==> config.mk <==
export PLATFORM = sky130hd
export DESIGN_NAME = wdtu_top
export DESIGN_NICKNAME = d
export VERILOG_FILES = /design/src/logic/wdtu_pkg.sv /design/src/logic/wdtu_startup.sv /design/src/logic/wdtu_top.sv
export SDC_FILE = /design/constraint.sdc
export NUM_CORES = 1
export LEC_CHECK = 0
export BUFFER_PORTS_ARGS = -buffer_cell sky130_fd_sc_hd__buf_4
export CAP_MARGIN = 20
export CORE_MARGIN = 2
export CORE_UTILIZATION = 49
export DETAILED_ROUTE_END_ITERATION = 8
export HOLD_SLACK_MARGIN = 0.15
export PLACE_DENSITY_LB_ADDON = 0.08
export SLEW_MARGIN = 25
export SYNTH_ARGS = -nofsm -noshare
export SYNTH_HDL_FRONTEND = slang
export SYNTH_SLANG_ARGS = --single-unit
==> constraint.sdc <==
create_clock -name i_clk -period 2.2 [get_ports i_clk]
set_clock_uncertainty 0.1 [all_clocks]
set_input_delay 0.22 -clock i_clk [delete_from_list [all_inputs] [get_ports i_clk]]
set_output_delay 0.22 -clock i_clk [all_outputs]
set_load 0.02 [all_outputs]
==> src/logic/wdtu_pkg.sv <==
// package: constants, register map and carrier types of the watchdog timer unit
package wdtu_pkg;

    // ------------------------------------------------------------
    // register map (byte addresses, one word each)
    // ------------------------------------------------------------
    localparam logic [7:0] ADDR_CONTROL = 8'h00;
    localparam logic [7:0] ADDR_STATUS  = 8'h04;
    localparam logic [7:0] ADDR_CONFIG  = 8'h08;

    // ------------------------------------------------------------
    // control register layout and reset value
    // ------------------------------------------------------------
    localparam int          CTL_KEEP_BIT = 7;
    localparam int          CTL_SEL_LSB  = 4;
    localparam int          CTL_KEY_LSB  = 0;
    localparam logic [7:0]  CTL_RESET    = 8'h7A;
    localparam logic [3:0]  KEY_DISABLE  = 4'hA;

    // ------------------------------------------------------------
    // status bits
    // ------------------------------------------------------------
    localparam int STS_EXPIRED = 0;
    localparam int STS_PDOWN   = 1;
    localparam int STS_FAST_OK = 2;
    localparam int STS_SLOW_OK = 3;
    localparam int STS_ENABLED = 4;

    // ------------------------------------------------------------
    // config bits (option word)
    // ------------------------------------------------------------
    localparam int CFG_SRC_SYS   = 0;
    localparam int CFG_SUB_IRC   = 1;
    localparam int CFG_PAIRED    = 2;
    localparam int CFG_OPT_DIS   = 3;
    localparam int CFG_FAST_WAKE = 4;
    localparam int CFG_LOW_CORE  = 5;
    localparam logic [5:0] CFG_RESET = 6'h00;

    // ------------------------------------------------------------
    // counting
    // ------------------------------------------------------------
    localparam int          CNT_W        = 20;
    localparam int          SEL_BASE     = 12;
    localparam logic [1:0]  SYS_DIV_LAST = 2'h3;
    localparam logic [10:0] XTAL_STARTUP = 11'h400;

    typedef enum logic [1:0] {
        WDTU_RUN,
        WDTU_DEEP,
        WDTU_IDLE_OFF,
        WDTU_IDLE_ON
    } wdtu_mode_t;

    typedef enum logic [1:0] {
        WDTU_SU_IDLE,
        WDTU_SU_FAST,
        WDTU_SU_SLOW
    } wdtu_su_t;

    // instruction pulses from the core
    typedef struct packed {
        logic clr_single;
        logic clr_first;
        logic clr_second;
        logic halt;
        logic idle_sel;
        logic wake;
    } wdtu_instr_t;

    typedef struct packed {
        logic        pready;
        logic [31:0] prdata;
        logic        pslverr;
    } wdtu_apb_rsp_t;

endpackage

==> src/logic/wdtu_startup.sv <==
// shared start-up counter for the fast and slow crystal oscillators
`timescale 1ns/1ps
module wdtu_startup (
    // clock and reset
    input  wire logic i_clk,
    input  wire logic i_sys_rst,
    // request and oscillator ticks
    input  wire logic i_start,
    input  wire logic i_fast_tick,
    input  wire logic i_slow_tick,
    // ready flags
    output logic      o_fast_ok,
    output logic      o_slow_ok
);
    typedef struct packed {
        wdtu_pkg::wdtu_su_t st;
        logic [10:0]        cnt;
        logic               fast_ok;
        logic               slow_ok;
    } wdtu_su_state_t;

    wdtu_su_state_t r;
    wdtu_su_state_t next_r;

    always_comb begin
        next_r = r;
        case (r.st)
            wdtu_pkg::WDTU_SU_IDLE: begin
                if (i_start) begin
                    next_r.st      = wdtu_pkg::WDTU_SU_FAST;
                    next_r.cnt     = '0;
                    next_r.fast_ok = 1'b0;
                    next_r.slow_ok = 1'b0;
                end
            end
            wdtu_pkg::WDTU_SU_FAST: begin
                if (i_fast_tick) begin
                    next_r.cnt = r.cnt + 11'h001;
                end
                if (r.cnt == wdtu_pkg::XTAL_STARTUP) begin
                    // slow crystal takes the counter only after the fast one is done
                    next_r.fast_ok = 1'b1;
                    next_r.cnt     = '0;
                    next_r.st      = wdtu_pkg::WDTU_SU_SLOW;
                end
            end
            wdtu_pkg::WDTU_SU_SLOW: begin
                if (i_slow_tick) begin
                    next_r.cnt = r.cnt + 11'h001;
                end
                if (r.cnt == wdtu_pkg::XTAL_STARTUP) begin
                    next_r.slow_ok = 1'b1;
                    next_r.st      = wdtu_pkg::WDTU_SU_IDLE;
                end
            end
            default: next_r.st = wdtu_pkg::WDTU_SU_IDLE;
        endcase
    end

    always_ff @(posedge i_clk) begin
        if (i_sys_rst) begin
            r <= '{st: wdtu_pkg::WDTU_SU_FAST, cnt: 11'h000, fast_ok: 1'b0, slow_ok: 1'b0};
        end else begin
            r <= next_r;
        end
    end

    assign o_fast_ok = r.fast_ok;
    assign o_slow_ok = r.slow_ok;
endmodule

==> src/logic/wdtu_top.sv <==
// watchdog timer unit: APB registers, clock selection, counter, clear schemes and expiry actions
//
// The APB slave port and the address map were left to the implementer.
`timescale 1ns/1ps
module wdtu_top (
    // clock and reset
    input  wire logic                 i_clk,
    input  wire logic                 i_sys_rst,
    // apb slave
    input  wire logic                 i_psel,
    input  wire logic                 i_penable,
    input  wire logic                 i_pwrite,
    input  wire logic [7:0]           i_paddr,
    input  wire logic [31:0]          i_pwdata,
    output logic                      o_pready,
    output logic [31:0]               o_prdata,
    output logic                      o_pslverr,
    // core instructions and external clear pin
    input  wire wdtu_pkg::wdtu_instr_t i_instr,
    input  wire logic                 i_ext_clear_pin_n,
    // clock ticks
    input  wire logic                 i_core_tick,
    input  wire logic                 i_high_tick,
    input  wire logic                 i_low_xtal_tick,
    input  wire logic                 i_low_irc_tick,
    // actions toward the core
    output logic                      o_device_reset,
    output logic                      o_pc_stack_clear,
    output logic                      o_core_run,
    output logic                      o_core_clock_on,
    output logic                      o_core_slow_allowed
);
    typedef struct packed {
        logic [7:0]           ctl;
        logic [5:0]           cfg;
        logic [19:0]          cnt;
        logic [1:0]           div;
        logic                 last_first;
        logic                 last_valid;
        logic                 expired;
        logic                 pdown;
        wdtu_pkg::wdtu_mode_t mode;
        logic                 wake_deep;
        logic                 fs_start;
        wdtu_pkg::wdtu_apb_rsp_t apb;
        logic                 dev_rst;
        logic                 pcs_clr;
        logic                 run;
        logic                 clk_on;
        logic                 slow_ok;
    } wdtu_state_t;

    wdtu_state_t r;
    wdtu_state_t next_r;
    logic        fast_ok;
    logic        slow_xtal_ok;

    // ------------------------------------------------------------
    // shared start-up counter
    // ------------------------------------------------------------
    wdtu_startup u_startup (
        .i_clk       (i_clk),
        .i_sys_rst   (i_sys_rst),
        .i_start     (r.fs_start),
        .i_fast_tick (i_high_tick),
        .i_slow_tick (i_low_xtal_tick),
        .o_fast_ok   (fast_ok),
        .o_slow_ok   (slow_xtal_ok)
    );

    // ------------------------------------------------------------
    // next state
    // ------------------------------------------------------------
    logic        enabled;
    logic        sub_tick;
    logic        src_tick;
    logic        sys_tick;
    logic        clr_ok;
    logic        overflow;
    logic [2:0]  sel;
    logic [19:0] limit;
    logic        setup;
    logic        access;

    always_comb begin
        next_r   = r;
        sel      = r.ctl[wdtu_pkg::CTL_SEL_LSB +: 3];
        enabled  = !(r.cfg[wdtu_pkg::CFG_OPT_DIS]
                    && r.ctl[wdtu_pkg::CTL_KEY_LSB +: 4] == wdtu_pkg::KEY_DISABLE);
        sub_tick = r.cfg[wdtu_pkg::CFG_SUB_IRC] ? i_low_irc_tick : i_low_xtal_tick;
        // core tick already reflects a fast/slow switch of the core clock
        sys_tick = 1'b0;
        if (i_core_tick && r.clk_on) begin
            next_r.div = r.div + 2'h1;
            sys_tick   = (r.div == wdtu_pkg::SYS_DIV_LAST);
        end
        src_tick = r.cfg[wdtu_pkg::CFG_SRC_SYS] ? sys_tick : sub_tick;
        setup    = i_psel && !i_penable;
        access   = i_psel && i_penable;

        // clear instruction decode
        clr_ok = 1'b0;
        if (enabled) begin
            if (!r.cfg[wdtu_pkg::CFG_PAIRED]) begin
                clr_ok = i_instr.clr_single;
            end else if (i_instr.clr_first || i_instr.clr_second) begin
                clr_ok = !r.last_valid || (r.last_first != i_instr.clr_first);
                next_r.last_first = i_instr.clr_first;
                next_r.last_valid = 1'b1;
            end
            if (clr_ok) begin
                next_r.pdown = 1'b0;
            end
        end

        // counter
        next_r.dev_rst = 1'b0;
        next_r.pcs_clr = 1'b0;
        // terminal count is 2^(13+sel)-1: every bit below 13+sel set
        limit          = 20'hFFFFF >> (wdtu_pkg::CNT_W - 1 - wdtu_pkg::SEL_BASE - sel);
        overflow       = enabled && src_tick && (r.cnt == limit);
        if (!enabled || clr_ok || !i_ext_clear_pin_n || i_instr.halt) begin
            next_r.cnt = '0;
        end else if (overflow) begin
            next_r.cnt     = '0;
            next_r.expired = 1'b1;
            if (r.mode == wdtu_pkg::WDTU_RUN) begin
                next_r.dev_rst = 1'b1;
            end else begin
                next_r.pcs_clr = 1'b1;
                next_r.mode    = wdtu_pkg::WDTU_RUN;
                next_r.clk_on  = 1'b1;
                next_r.run     = 1'b1;
            end
        end else if (src_tick) begin
            next_r.cnt = r.cnt + 20'h00001;
        end

        // halt enters a power mode
        if (i_instr.halt && r.mode == wdtu_pkg::WDTU_RUN) begin
            next_r.pdown   = 1'b1;
            next_r.expired = 1'b0;
            next_r.run     = 1'b0;
            if (!i_instr.idle_sel) begin
                next_r.mode   = wdtu_pkg::WDTU_DEEP;
                next_r.clk_on = 1'b0;
            end else if (r.ctl[wdtu_pkg::CTL_KEEP_BIT]) begin
                next_r.mode   = wdtu_pkg::WDTU_IDLE_ON;
                next_r.clk_on = 1'b1;
            end else begin
                next_r.mode   = wdtu_pkg::WDTU_IDLE_OFF;
                next_r.clk_on = 1'b0;
            end
        end

        // wake-up
        next_r.fs_start = 1'b0;
        if (i_instr.wake && r.mode != wdtu_pkg::WDTU_RUN) begin
            next_r.mode      = wdtu_pkg::WDTU_RUN;
            next_r.clk_on    = 1'b1;
            next_r.wake_deep = (r.mode == wdtu_pkg::WDTU_DEEP);
            next_r.fs_start  = (r.mode == wdtu_pkg::WDTU_DEEP);
            next_r.run       = (r.mode != wdtu_pkg::WDTU_DEEP);
            next_r.slow_ok   = r.cfg[wdtu_pkg::CFG_FAST_WAKE] && !enabled
                               || r.cfg[wdtu_pkg::CFG_FAST_WAKE];
        end
        if (r.wake_deep && fast_ok && !r.fs_start) begin
            next_r.run       = 1'b1;
            next_r.wake_deep = 1'b0;
        end

        // apb slave: one wait-free access phase
        next_r.apb.pready  = 1'b0;
        next_r.apb.pslverr = 1'b0;
        if (setup) begin
            next_r.apb.pready = 1'b1;
            case (i_paddr)
                wdtu_pkg::ADDR_CONTROL: next_r.apb.prdata = {24'h000000, r.ctl};
                wdtu_pkg::ADDR_STATUS:  next_r.apb.prdata = {27'h0000000, enabled, slow_xtal_ok,
                                                             fast_ok, r.pdown, r.expired};
                wdtu_pkg::ADDR_CONFIG:  next_r.apb.prdata = {26'h0000000, r.cfg};
                default: begin
                    next_r.apb.prdata  = 32'h00000000;
                    next_r.apb.pslverr = 1'b1;
                end
            endcase
        end
        if (access && r.apb.pready && i_pwrite) begin
            case (i_paddr)
                wdtu_pkg::ADDR_CONTROL: next_r.ctl = i_pwdata[7:0];
                wdtu_pkg::ADDR_CONFIG:  next_r.cfg = i_pwdata[5:0];
                default: next_r.ctl = next_r.ctl;
            endcase
        end
    end

    // ------------------------------------------------------------
    // registers
    // ------------------------------------------------------------
    always_ff @(posedge i_clk) begin
        if (i_sys_rst) begin
            r            <= '0;
            r.ctl        <= wdtu_pkg::CTL_RESET;
            r.cfg        <= wdtu_pkg::CFG_RESET;
            r.mode       <= wdtu_pkg::WDTU_RUN;
            r.run        <= 1'b1;
            r.clk_on     <= 1'b1;
        end else begin
            r <= next_r;
        end
    end

    // ------------------------------------------------------------
    // outputs
    // ------------------------------------------------------------
    assign o_pready            = r.apb.pready;
    assign o_prdata            = r.apb.prdata;
    assign o_pslverr           = r.apb.pslverr;
    assign o_device_reset      = r.dev_rst;
    assign o_pc_stack_clear    = r.pcs_clr;
    assign o_core_run          = r.run;
    assign o_core_clock_on     = r.clk_on;
    assign o_core_slow_allowed = r.slow_ok;
endmodule

==> results.py, run 1 <==
metrics = {
    "outcome": {
        "status": "complete, no violations",
    },
    "grt": {
        "grt-ovfl-total": 0,
        "grt_max_degree": 41,
        "grt_pass1_wl_mm": 14.7,
        "antenna_found_initial": 0,
        "grt_usage_pct": 20.9,
        "grt_pass1_vias": 3074,
        "top_usage_layer": "met2",
        "gr-usage-met1_pct": 29.3,
        "met3_usage_pct": 3.75,
        "grt_use_met2_pct": 32.6,
    },
    "hold_path": {
        "min_to": "r[43]",
        "hold_depth": 3,
        "hold_start": "i_instr[2]",
        "hold_path_class": "in2reg",
    },
    "yosys": {
        "ys_seq_elements": 74,
        "synth_cell_types": 65,
        "ys_async_sr_fraction_pct": 0,
        "synthTopCellsByArea": "dfxtp_1 (37%), buf_4 (6.2%), mux2i_1 (4.7%)",
        "synthCells": 468,
        "synth_edf_count": 0,
        "synth_most_common_cell": "dfxtp_1",
        "yosys.area.top_type": "dfxtp_1",
        "avgSynthCellArea_sq_um": 8.59,
        "yosysWarningCount": 0,
        "yosys.area.top_type_share_pct": 36.9,
        "synth_area_sq_um": 4020,
        "yosysSeqAreaShare_pct": 36.9,
        "ys.flop_type": "dfxtp_1",
        "synth_commonest_cells": "dfxtp_1 (74), nor2_1 (48), buf_4 (33)",
    },
    "timing": {
        "hold_violations": 0,
        "maxSlewHeadroom_pct": 57.9,
        "setup_viol": 0,
        "fin_crit_ns": 2.06,
        "max_freq_mhz": 485,
        "timing.hold.ws_ns": 0.178,
        "slew_viol_final": 0,
        "tns_ns": 0,
        "fin_crit_sh_pct": 93.7,
        "rsz0062_at_grt": "no",
        "worstMarginPinSlew_ns": 0.627,
    },
    "layout": {
        "postLayoutCoreUtil_pct": 60.1,
        "n_antenna_cell": 0,
        "syn2layout_area_growth_pct": 21.0,
        "stdcell_count": 643,
        "final_nets": 596,
        "layout-drive-gt1-share_pct": 19.3,
    },
    "floorplanning": {
        "coreArea_sq_um": 8090,
        "die_w_microns": 94.6,
        "die_area_sq_um": 8940,
        "io_pins": 95,
        "die_h_microns": 94.6,
        "core.rowCount": 33,
        "start_util_pct": 49.7,
    },
    "power": {
        "seq_power_share_pct": 44.3,
        "combPwrFrac_pct": 11.4,
        "power.internal_mw": 2.42,
        "swShare_pct": 23.4,
        "vdd_drop_max_uv": 410,
        "power_switching_uw": 739,
        "power_density_nw_per_um2": 650,
        "finalPower_mw": 3.16,
        "leakage_nw": 1.87,
        "clkPwrFrac_pct": 44.3,
    },
    "worst_setup_path": {
        "r2r-start": "r[80]",
        "r2r_cells": 5,
        "crit_type": "reg2reg",
        "rrSetupSlack_ns": 0.14,
        "timing.rr.end": "r[52]",
        "arrival_ns": 2.18,
        "worst-path-max-fanout": 14,
        "start_kind": "flip-flop",
        "crit_path_end_kind": "flip-flop",
        "required_ns": 2.32,
    },
    "clock_network": {
        "clk_latency_ns": 0.34,
        "h-tree-depth": 3,
        "cts_sinks": 74,
        "post_cts_buffers": 0,
        "cts_tree": "built",
        "clk_path_buf_depth": 2,
        "clkTransAtPathRegs_ns": 0.08,
        "cts_buffers": 9,
        "clock-root-buffer": "clkbuf_8",
    },
    "drt": {
        "drt_iter0_drc": 106,
        "wl_mm": 8.87,
        "post_drt_wl_per_cell_microns": 13.8,
        "vias": 3420,
        "routed_via_density": 5.32,
        "drc": 0,
        "ant_nets": 0,
        "first_pass_iters": 4,
    },
    "placed_design": {
        "place_congestion": 0.791,
        "placed_cells": 612,
        "hpwl_mm": 6.39,
        "numPortBuffers": 46,
    },
    "flow_run": {
        "cap_violations": 0,
    },
}
[critical path: stages (launching register included)]
cell     delay [ns]
dfxtp_1        0.40
or4_1          0.56
and2_4         0.19
nor4b_4        0.34
buf_4          0.28
nor3_1         0.08
[how the worst max path moves through the flow]
stage / cells past startpoint / slack [ns] / start / end
CTS: 8 / 0.03 / i_instr[4] / r[62]
finish: 5 / 0.14 / r[80] / r[52]
global route: 8 / 0.001 / i_instr[4] / r[63]
detailed placement: 7 / 0.08 / u_startup.r[13] / u_startup.r[12]
global placement: 7 / 0.09 / u_startup.r[13] / u_startup.r[12]
floorplan: 9 / 0.11 / u_startup.r[13] / u_startup.r[10]
[power groups by stage]
stage	sequential [mW]	clock, mW	combinational (mW)
2_1_floorplan	1.43	0	0.241
6_report	1.40	1.40	0.361
4_1_cts	1.40	1.43	0.349
3_3_place_gp	1.43	0	0.323
5_1_grt	1.40	1.48	0.405
3_5_place_dp	1.43	0	0.327
[registers in the layout, summed over array words and instances (netlist names)]
signal,flops
u_startup.o_fast_ok,1
o_pslverr,1
u_startup.r,13
o_pc_stack_clear,1
o_core_clock_on,1
u_startup.o_slow_ok,1
o_prdata,8
o_pready,1
o_core_slow_allowed,1
r,44
o_device_reset,1
o_core_run,1
[per-layer routing]
layer  vias up  part of all wire (%)
met5         -                     0
met4         0                   1.0
met3        10                   4.3
met2        80                    47
met1      1607                    48
li1       1723                     -
[cell families after synthesis]
group,after synthesis,synth area share (%)
xor gates and xnor gates,32,6.97
muxes,19,4.73
buffers and inverters,68,9.99
adders and majority gates,7,2.18
DFF,74,36.9
AOI/OAI and AO/OA,75,13.5
and+or+nand+nor,192,25.7
other,1,0.0933
[timing repair]
action                                  CTS  global route
hold buffers                             15             0
gates resized for setup                   0             8
endpoints found under the setup margin    0            27
hold endpoints to repair                 23             0
[final cells by class]
cell class / count / area [sq um]
fill: 730 / 3230
multi-input combinational: 349 / 2260
sequential: 74 / 1480
timing repair buffer: 82 / 653
clock buffer: 11 / 141
tap: 105 / 131
clock inverter: 5 / 125
inverter: 17 / 63.8
[stage by stage]
step	instance area (sq um)	worst slack, ns
finish	4860	0.140
CTS	4820	0.0279
floorplan	4110	0.115
detailed placement	4400	0.0771
global placement	4400	0.0913
global route	4860	0.00115
[cell usage in the layout, fill, tap and decap left out, types with 3 or more instances in the layout]
cell,count
dfxtp_1,73
buf_4,67
nor2_1,48
nand2_1,32
conb_1,24
nor3_1,23
a21oi_1,23
nand3_1,19
mux2i_1,19
inv_1,17
xnor2_1,17
nand4_1,15
xor2_1,15
dlygate4sd3_1,15
o21ai_0,13
nor2b_1,11
clkbuf_8,10
ha_1,7
and3_1,6
a211o_1,5
a22oi_1,5
nor4_1,4
nand2b_1,4
nor3_2,4
a211oi_1,4
bufinv_16,4
nand3b_1,3
and2_1,3
nor3b_1,3
a21o_1,3
Power figures use the tool's default switching activity.
==> inputs of run 2 (changes only) <==
==> constraint.sdc (replaced) <==
create_clock -name i_clk -period 2.2 [get_ports i_clk]
set_clock_uncertainty 0.1 [all_clocks]
set_input_delay 0.33 -clock i_clk [delete_from_list [all_inputs] [get_ports i_clk]]
set_output_delay 0.33 -clock i_clk [all_outputs]
set_load 0.02 [all_outputs]
==> run 2 against run 1 <==
Via count decreased by 1.5%. Clock power decreased by 11%. Fmax increased by 2.0%. Critical path type unchanged.
==> results.py, run 2 (synthesis results as in run 1) <==
metrics = {
    "timing": {
        "fin_crit_sh_pct": 91.9,
        "slew_viol_final": 0,
        "max_freq_mhz": 495,
        "setup_viol": 0,
        "tns_ns": 0,
        "worstMarginPinSlew_ns": 0.616,
        "rsz0062_at_grt": "no",
        "maxSlewHeadroom_pct": 58.7,
        "hold_violations": 0,
        "fin_crit_ns": 2.02,
    },
    "drt": {
        "post_drt_wl_per_cell_microns": 14.0,
        "first_pass_iters": 4,
        "drt_iter0_drc": 94,
        "routed_via_density": 5.29,
        "vias": 3368,
        "wl_mm": 8.89,
        "drc": 0,
        "ant_nets": 0,
    },
    "worst_setup_path": {
        "crit_family": "simple AND/OR/NAND/NOR gates",
        "cp_num_cells": 7,
        "path_cells": "inv_1, ha_1, nor2b_1, or3_4, nor2_1, a31o_4, nor2_1",
        "r2r_cells": 7,
        "crit_path_end_kind": "flip-flop",
        "cp.buffers_inverters": 1,
        "crit_path_max_incr_delay_ns": 0.44,
        "worst-path-max-fanout": 11,
        "start_kind": "flip-flop",
        "required_ns": 2.34,
        "arrival_ns": 2.16,
        "crit_type": "reg2reg",
        "cpMostUsedCell": "nor2_1",
        "cp_slowest_cell": "or3_4",
    },
    "grt": {
        "grt_pass1_wl_mm": 14.5,
        "grt_pass1_vias": 3086,
        "grt_max_degree": 41,
        "grt_usage_pct": 20.6,
        "antenna_found_initial": 0,
        "grt-ovfl-total": 0,
    },
    "clock_network": {
        "clkTransAtPathRegs_ns": 0.08,
        "clk_latency_ns": 0.34,
        "post_cts_buffers": 0,
        "clock-root-buffer": "clkbuf_8",
        "clk_path_buf_depth": 2,
        "cts_tree": "built",
        "cts_sinks": 74,
        "h-tree-depth": 3,
        "cts_buffers": 9,
    },
    "placed_design": {
        "placed_area_sq_um": 4410,
        "hpwl_mm": 6.36,
        "place_congestion": 0.814,
        "numPortBuffers": 46,
    },
    "layout": {
        "n_fill_cell": 773,
        "final_cell_mix": "dfxtp_1 (74), buf_4 (65), nor2_1 (48)",
        "layout-drive-gt1-share_pct": 19.4,
        "multi_input_area_sq_um": 2270,
        "fin_area_sq_um": 4790,
        "syn2layout_area_growth_pct": 19.2,
        "n_antenna_cell": 0,
        "mostFrequentLayoutCell": "dfxtp_1",
        "ff_latch_area_sq_um": 1480,
        "largest_reg_flops": 44,
        "final_nets": 590,
        "largest-register": "r",
    },
    "power": {
        "vdd_drop_max_uv": 351,
        "power_density_nw_per_um2": 627,
        "leakage_nw": 1.83,
    },
    "floorplanning": {
        "start_util_pct": 49.7,
        "coreArea_sq_um": 8090,
        "io_pins": 95,
        "core.rowCount": 33,
        "die_w_microns": 94.6,
        "die_area_sq_um": 8940,
        "die_h_microns": 94.6,
    },
    "flow_run": {
        "cap_violations": 0,
    },
    "hold_path": {
        "hold_depth": 3,
        "hold_path_class": "in2reg",
    },
    "outcome": {
        "status": "complete, no violations",
    },
}
==> run 2: routing by layer <==
metal  track usage, %  up-vias  wire (microns)
li1                 -     1716               -
met1             27.9     1583            4310
met2             33.5       64            4210
met3             5.03        5             325
met4             4.35        0              57
met5                0        -               0
==> run 2: area by class of cell <==
class                      instances  share of cell area (%)
clock inverter                     5                    2.14
clock buffer                      11                    2.74
tap                              105                    2.74
timing repair buffer              76                    12.7
inverter                          17                    1.33
sequential                        74                    30.9
multi-input combinational        349                    47.4
==> run 2: tightest hold or removal path, stage by stage <==
cell,delay [ns]
buf_4,0.12
nand3_1,0.07
a21oi_1,0.05
==> run 2: repair_timing <==
action / 4_1_cts / 5_1_grt
endpoints found under the setup margin: 0 / 25
endpoints found under the hold margin: 15 / 0
gates resized for setup: 0 / 9
hold buffers: 9 / 0
==> run 2: stage by stage <==
step	util (%)	instances	total power, mW	setup slack, ns	hold slack [ns]
floorplan	-	491	1.67	0.115	0.326
global placement	54.5	612	1.76	0.0933	0.335
detailed placement	54.5	612	1.76	0.0764	0.345
CTS	58.5	637	3.03	0.0328	0.171
global route	59.2	637	3.14	0.0358	0.175
finish	59.2	637	3.01	0.179	0.180
==> run 2: worst paths after layout <==
kind	start	endpoint	slack, ns
setup reg to reg	u_startup.r[13]	u_startup.r[4]	0.18
hold / removal	i_core_tick	r[48]	0.18
setup / recovery	u_startup.r[13]	u_startup.r[4]	0.18
hold reg to reg	r[45]	r[45]	0.36
==> run 2: power by group <==
group	switching [mW]	total (mW)	internal [mW]
clock network	0.490	1.24	0.753
logic	0.206	0.361	0.155
registers	0.0339	1.40	1.37
total	0.730	3.01	2.28
==> inputs of run 3 (changes only) <==
--- a/config.mk
+++ b/config.mk
@@ -7,6 +7,7 @@
 export LEC_CHECK = 0
 export BUFFER_PORTS_ARGS = -buffer_cell sky130_fd_sc_hd__buf_4
 export CAP_MARGIN = 20
+export CORE_ASPECT_RATIO = 1.75
 export CORE_MARGIN = 2
 export CORE_UTILIZATION = 49
 export DETAILED_ROUTE_END_ITERATION = 8
==> run 3 against run 2 <==
Sequential power about the same. Utilization up 1.1 points. Via count about the same. Fmax down 2.1%. Clock power up 6%. Cell area up 0.23%. Routed wire length up 2.4%. Final cell count down 1.9%. Critical path depth down 1. Combinational power down 1%. Die area up 0.32%. Largest cell class unchanged. Largest power group unchanged.
==> results.py, run 3 (synthesis results as in run 1) <==
metrics = {
    "layout": {
        "syn2layout_area_growth_pct": 19.5,
        "multi_input_area_sq_um": 2250,
        "final_cell_mix": "dfxtp_1 (74), buf_4 (70), nor2_1 (48)",
        "mostFrequentLayoutCell": "dfxtp_1",
        "final_nets": 593,
        "ff_latch_area_sq_um": 1480,
        "postLayoutCoreUtil_pct": 60.3,
        "stdcell_count": 625,
        "fin_area_sq_um": 4800,
        "n_antenna_cell": 0,
        "n_fill_cell": 735,
        "largest_reg_flops": 44,
        "layout-drive-gt1-share_pct": 19.3,
        "largest-register": "r",
    },
    "floorplanning": {
        "die_w_microns": 72.5,
        "die_h_microns": 124,
        "die_area_sq_um": 8970,
        "io_pins": 95,
        "start_util_pct": 50.5,
        "coreArea_sq_um": 7960,
        "core.rowCount": 43,
    },
    "placed_design": {
        "place_congestion": 0.877,
        "hpwl_mm": 6.93,
        "place_ws_ns": 0.0536,
        "placed_cells": 601,
        "numPortBuffers": 46,
        "placed_area_sq_um": 4430,
    },
    "power": {
        "clkPwrFrac_pct": 42.9,
        "power.internal_mw": 2.31,
        "leakage_nw": 1.86,
        "swShare_pct": 24.9,
        "combPwrFrac_pct": 11.5,
        "power_density_nw_per_um2": 641,
        "seq_power_share_pct": 45.5,
        "finalPower_mw": 3.08,
        "power_switching_uw": 766,
        "vdd_drop_max_uv": 398,
    },
    "drt": {
        "vias": 3365,
        "wl_mm": 9.11,
        "ant_nets": 0,
        "first_pass_iters": 4,
        "drt_iter0_drc": 162,
        "routed_via_density": 5.38,
        "drc": 0,
        "post_drt_wl_per_cell_microns": 14.6,
    },
    "grt": {
        "grt_pass1_wl_mm": 15.0,
        "grt_pass1_vias": 3259,
        "grt-ovfl-total": 0,
        "grt_max_degree": 41,
        "antenna_found_initial": 0,
        "grt_usage_pct": 21.5,
    },
    "worst_setup_path": {
        "crit_path_end_kind": "flip-flop",
        "start_kind": "flip-flop",
        "arrival_ns": 2.19,
        "crit_type": "reg2reg",
        "required_ns": 2.32,
        "worst-path-max-fanout": 9,
        "rrSetupSlack_ns": 0.14,
    },
    "clock_network": {
        "cts_tree": "built",
        "clk_latency_ns": 0.33,
        "clock-root-buffer": "clkbuf_16",
        "clk_path_buf_depth": 2,
        "post_cts_buffers": 0,
        "cts_sinks": 74,
        "clkTransAtPathRegs_ns": 0.05,
        "cts_buffers": 9,
        "h-tree-depth": 3,
    },
    "timing": {
        "max_freq_mhz": 484,
        "fin_crit_sh_pct": 93.8,
        "timing.hold.ws_ns": 0.163,
        "maxSlewHeadroom_pct": 63.7,
        "fin_crit_ns": 2.06,
        "setup_viol": 0,
        "slew_viol_final": 0,
        "worstMarginPinSlew_ns": 0.537,
        "post-route-worst-setup-slack_ns": 0.136,
        "rsz0062_at_grt": "no",
        "hold_violations": 0,
        "tns_ns": 0,
    },
    "flow_run": {
        "cap_violations": 0,
    },
    "hold_path": {
        "hold_path_class": "in2reg",
    },
    "outcome": {
        "status": "complete, no violations",
    },
}
run 3: power by group through the flow:
stage                     combinational (mW)  clock, mW  sequential (mW)
after detailed placement               0.334          0             1.43
after global placement                 0.327          0             1.43
after global routing                   0.395       1.40             1.41
after floorplan                        0.241          0             1.43
after CTS                              0.346       1.35             1.40
final                                  0.356       1.32             1.40
run 3: worst paths after layout:
| kind | from | cells past startpoint | endpoint |
|---|---|---|---|
| setup / recovery | r[81] | 6 | r[54] |
| hold / removal | i_pwdata[2] | 3 | r[77] |
| setup reg to reg | r[81] | 6 | r[54] |
| hold reg to reg | r[45] | 2 | r[45] |
run 3: layout make-up:
class / instances / area share (%)
clock buffers: 13 / 5.21
clock inverters: 3 / 0.313
inverters: 17 / 1.33
multi-input cells: 349 / 46.9
flip-flops and latches: 74 / 30.8
well taps: 90 / 2.34
repair buffers: 79 / 13.0
run 3: repair_timing:
action / CTS / global route
resized for setup: 0 / 5
hold buffers: 8 / 0
hold endpoints to repair: 10 / 0
setup endpoints to repair: 0 / 22
run 3: critical path, stage by stage (launching register included):
cell     delay, ns
dfxtp_1       0.37
xor2_1        0.18
or4_1         0.40
and2_4        0.19
nor4b_4       0.40
buf_4         0.25
nor3_1        0.07
run 3: metal layers:
| layer | up-vias | GRT usage, % | wire (microns) |
|---|---|---|---|
| met5 | - | 0 | 0 |
| met4 | 0 | 7.64 | 177 |
| met3 | 12 | 4.45 | 239 |
| met2 | 45 | 42.8 | 5290 |
| met1 | 1587 | 21.3 | 3400 |
| li1 | 1721 | - | - |
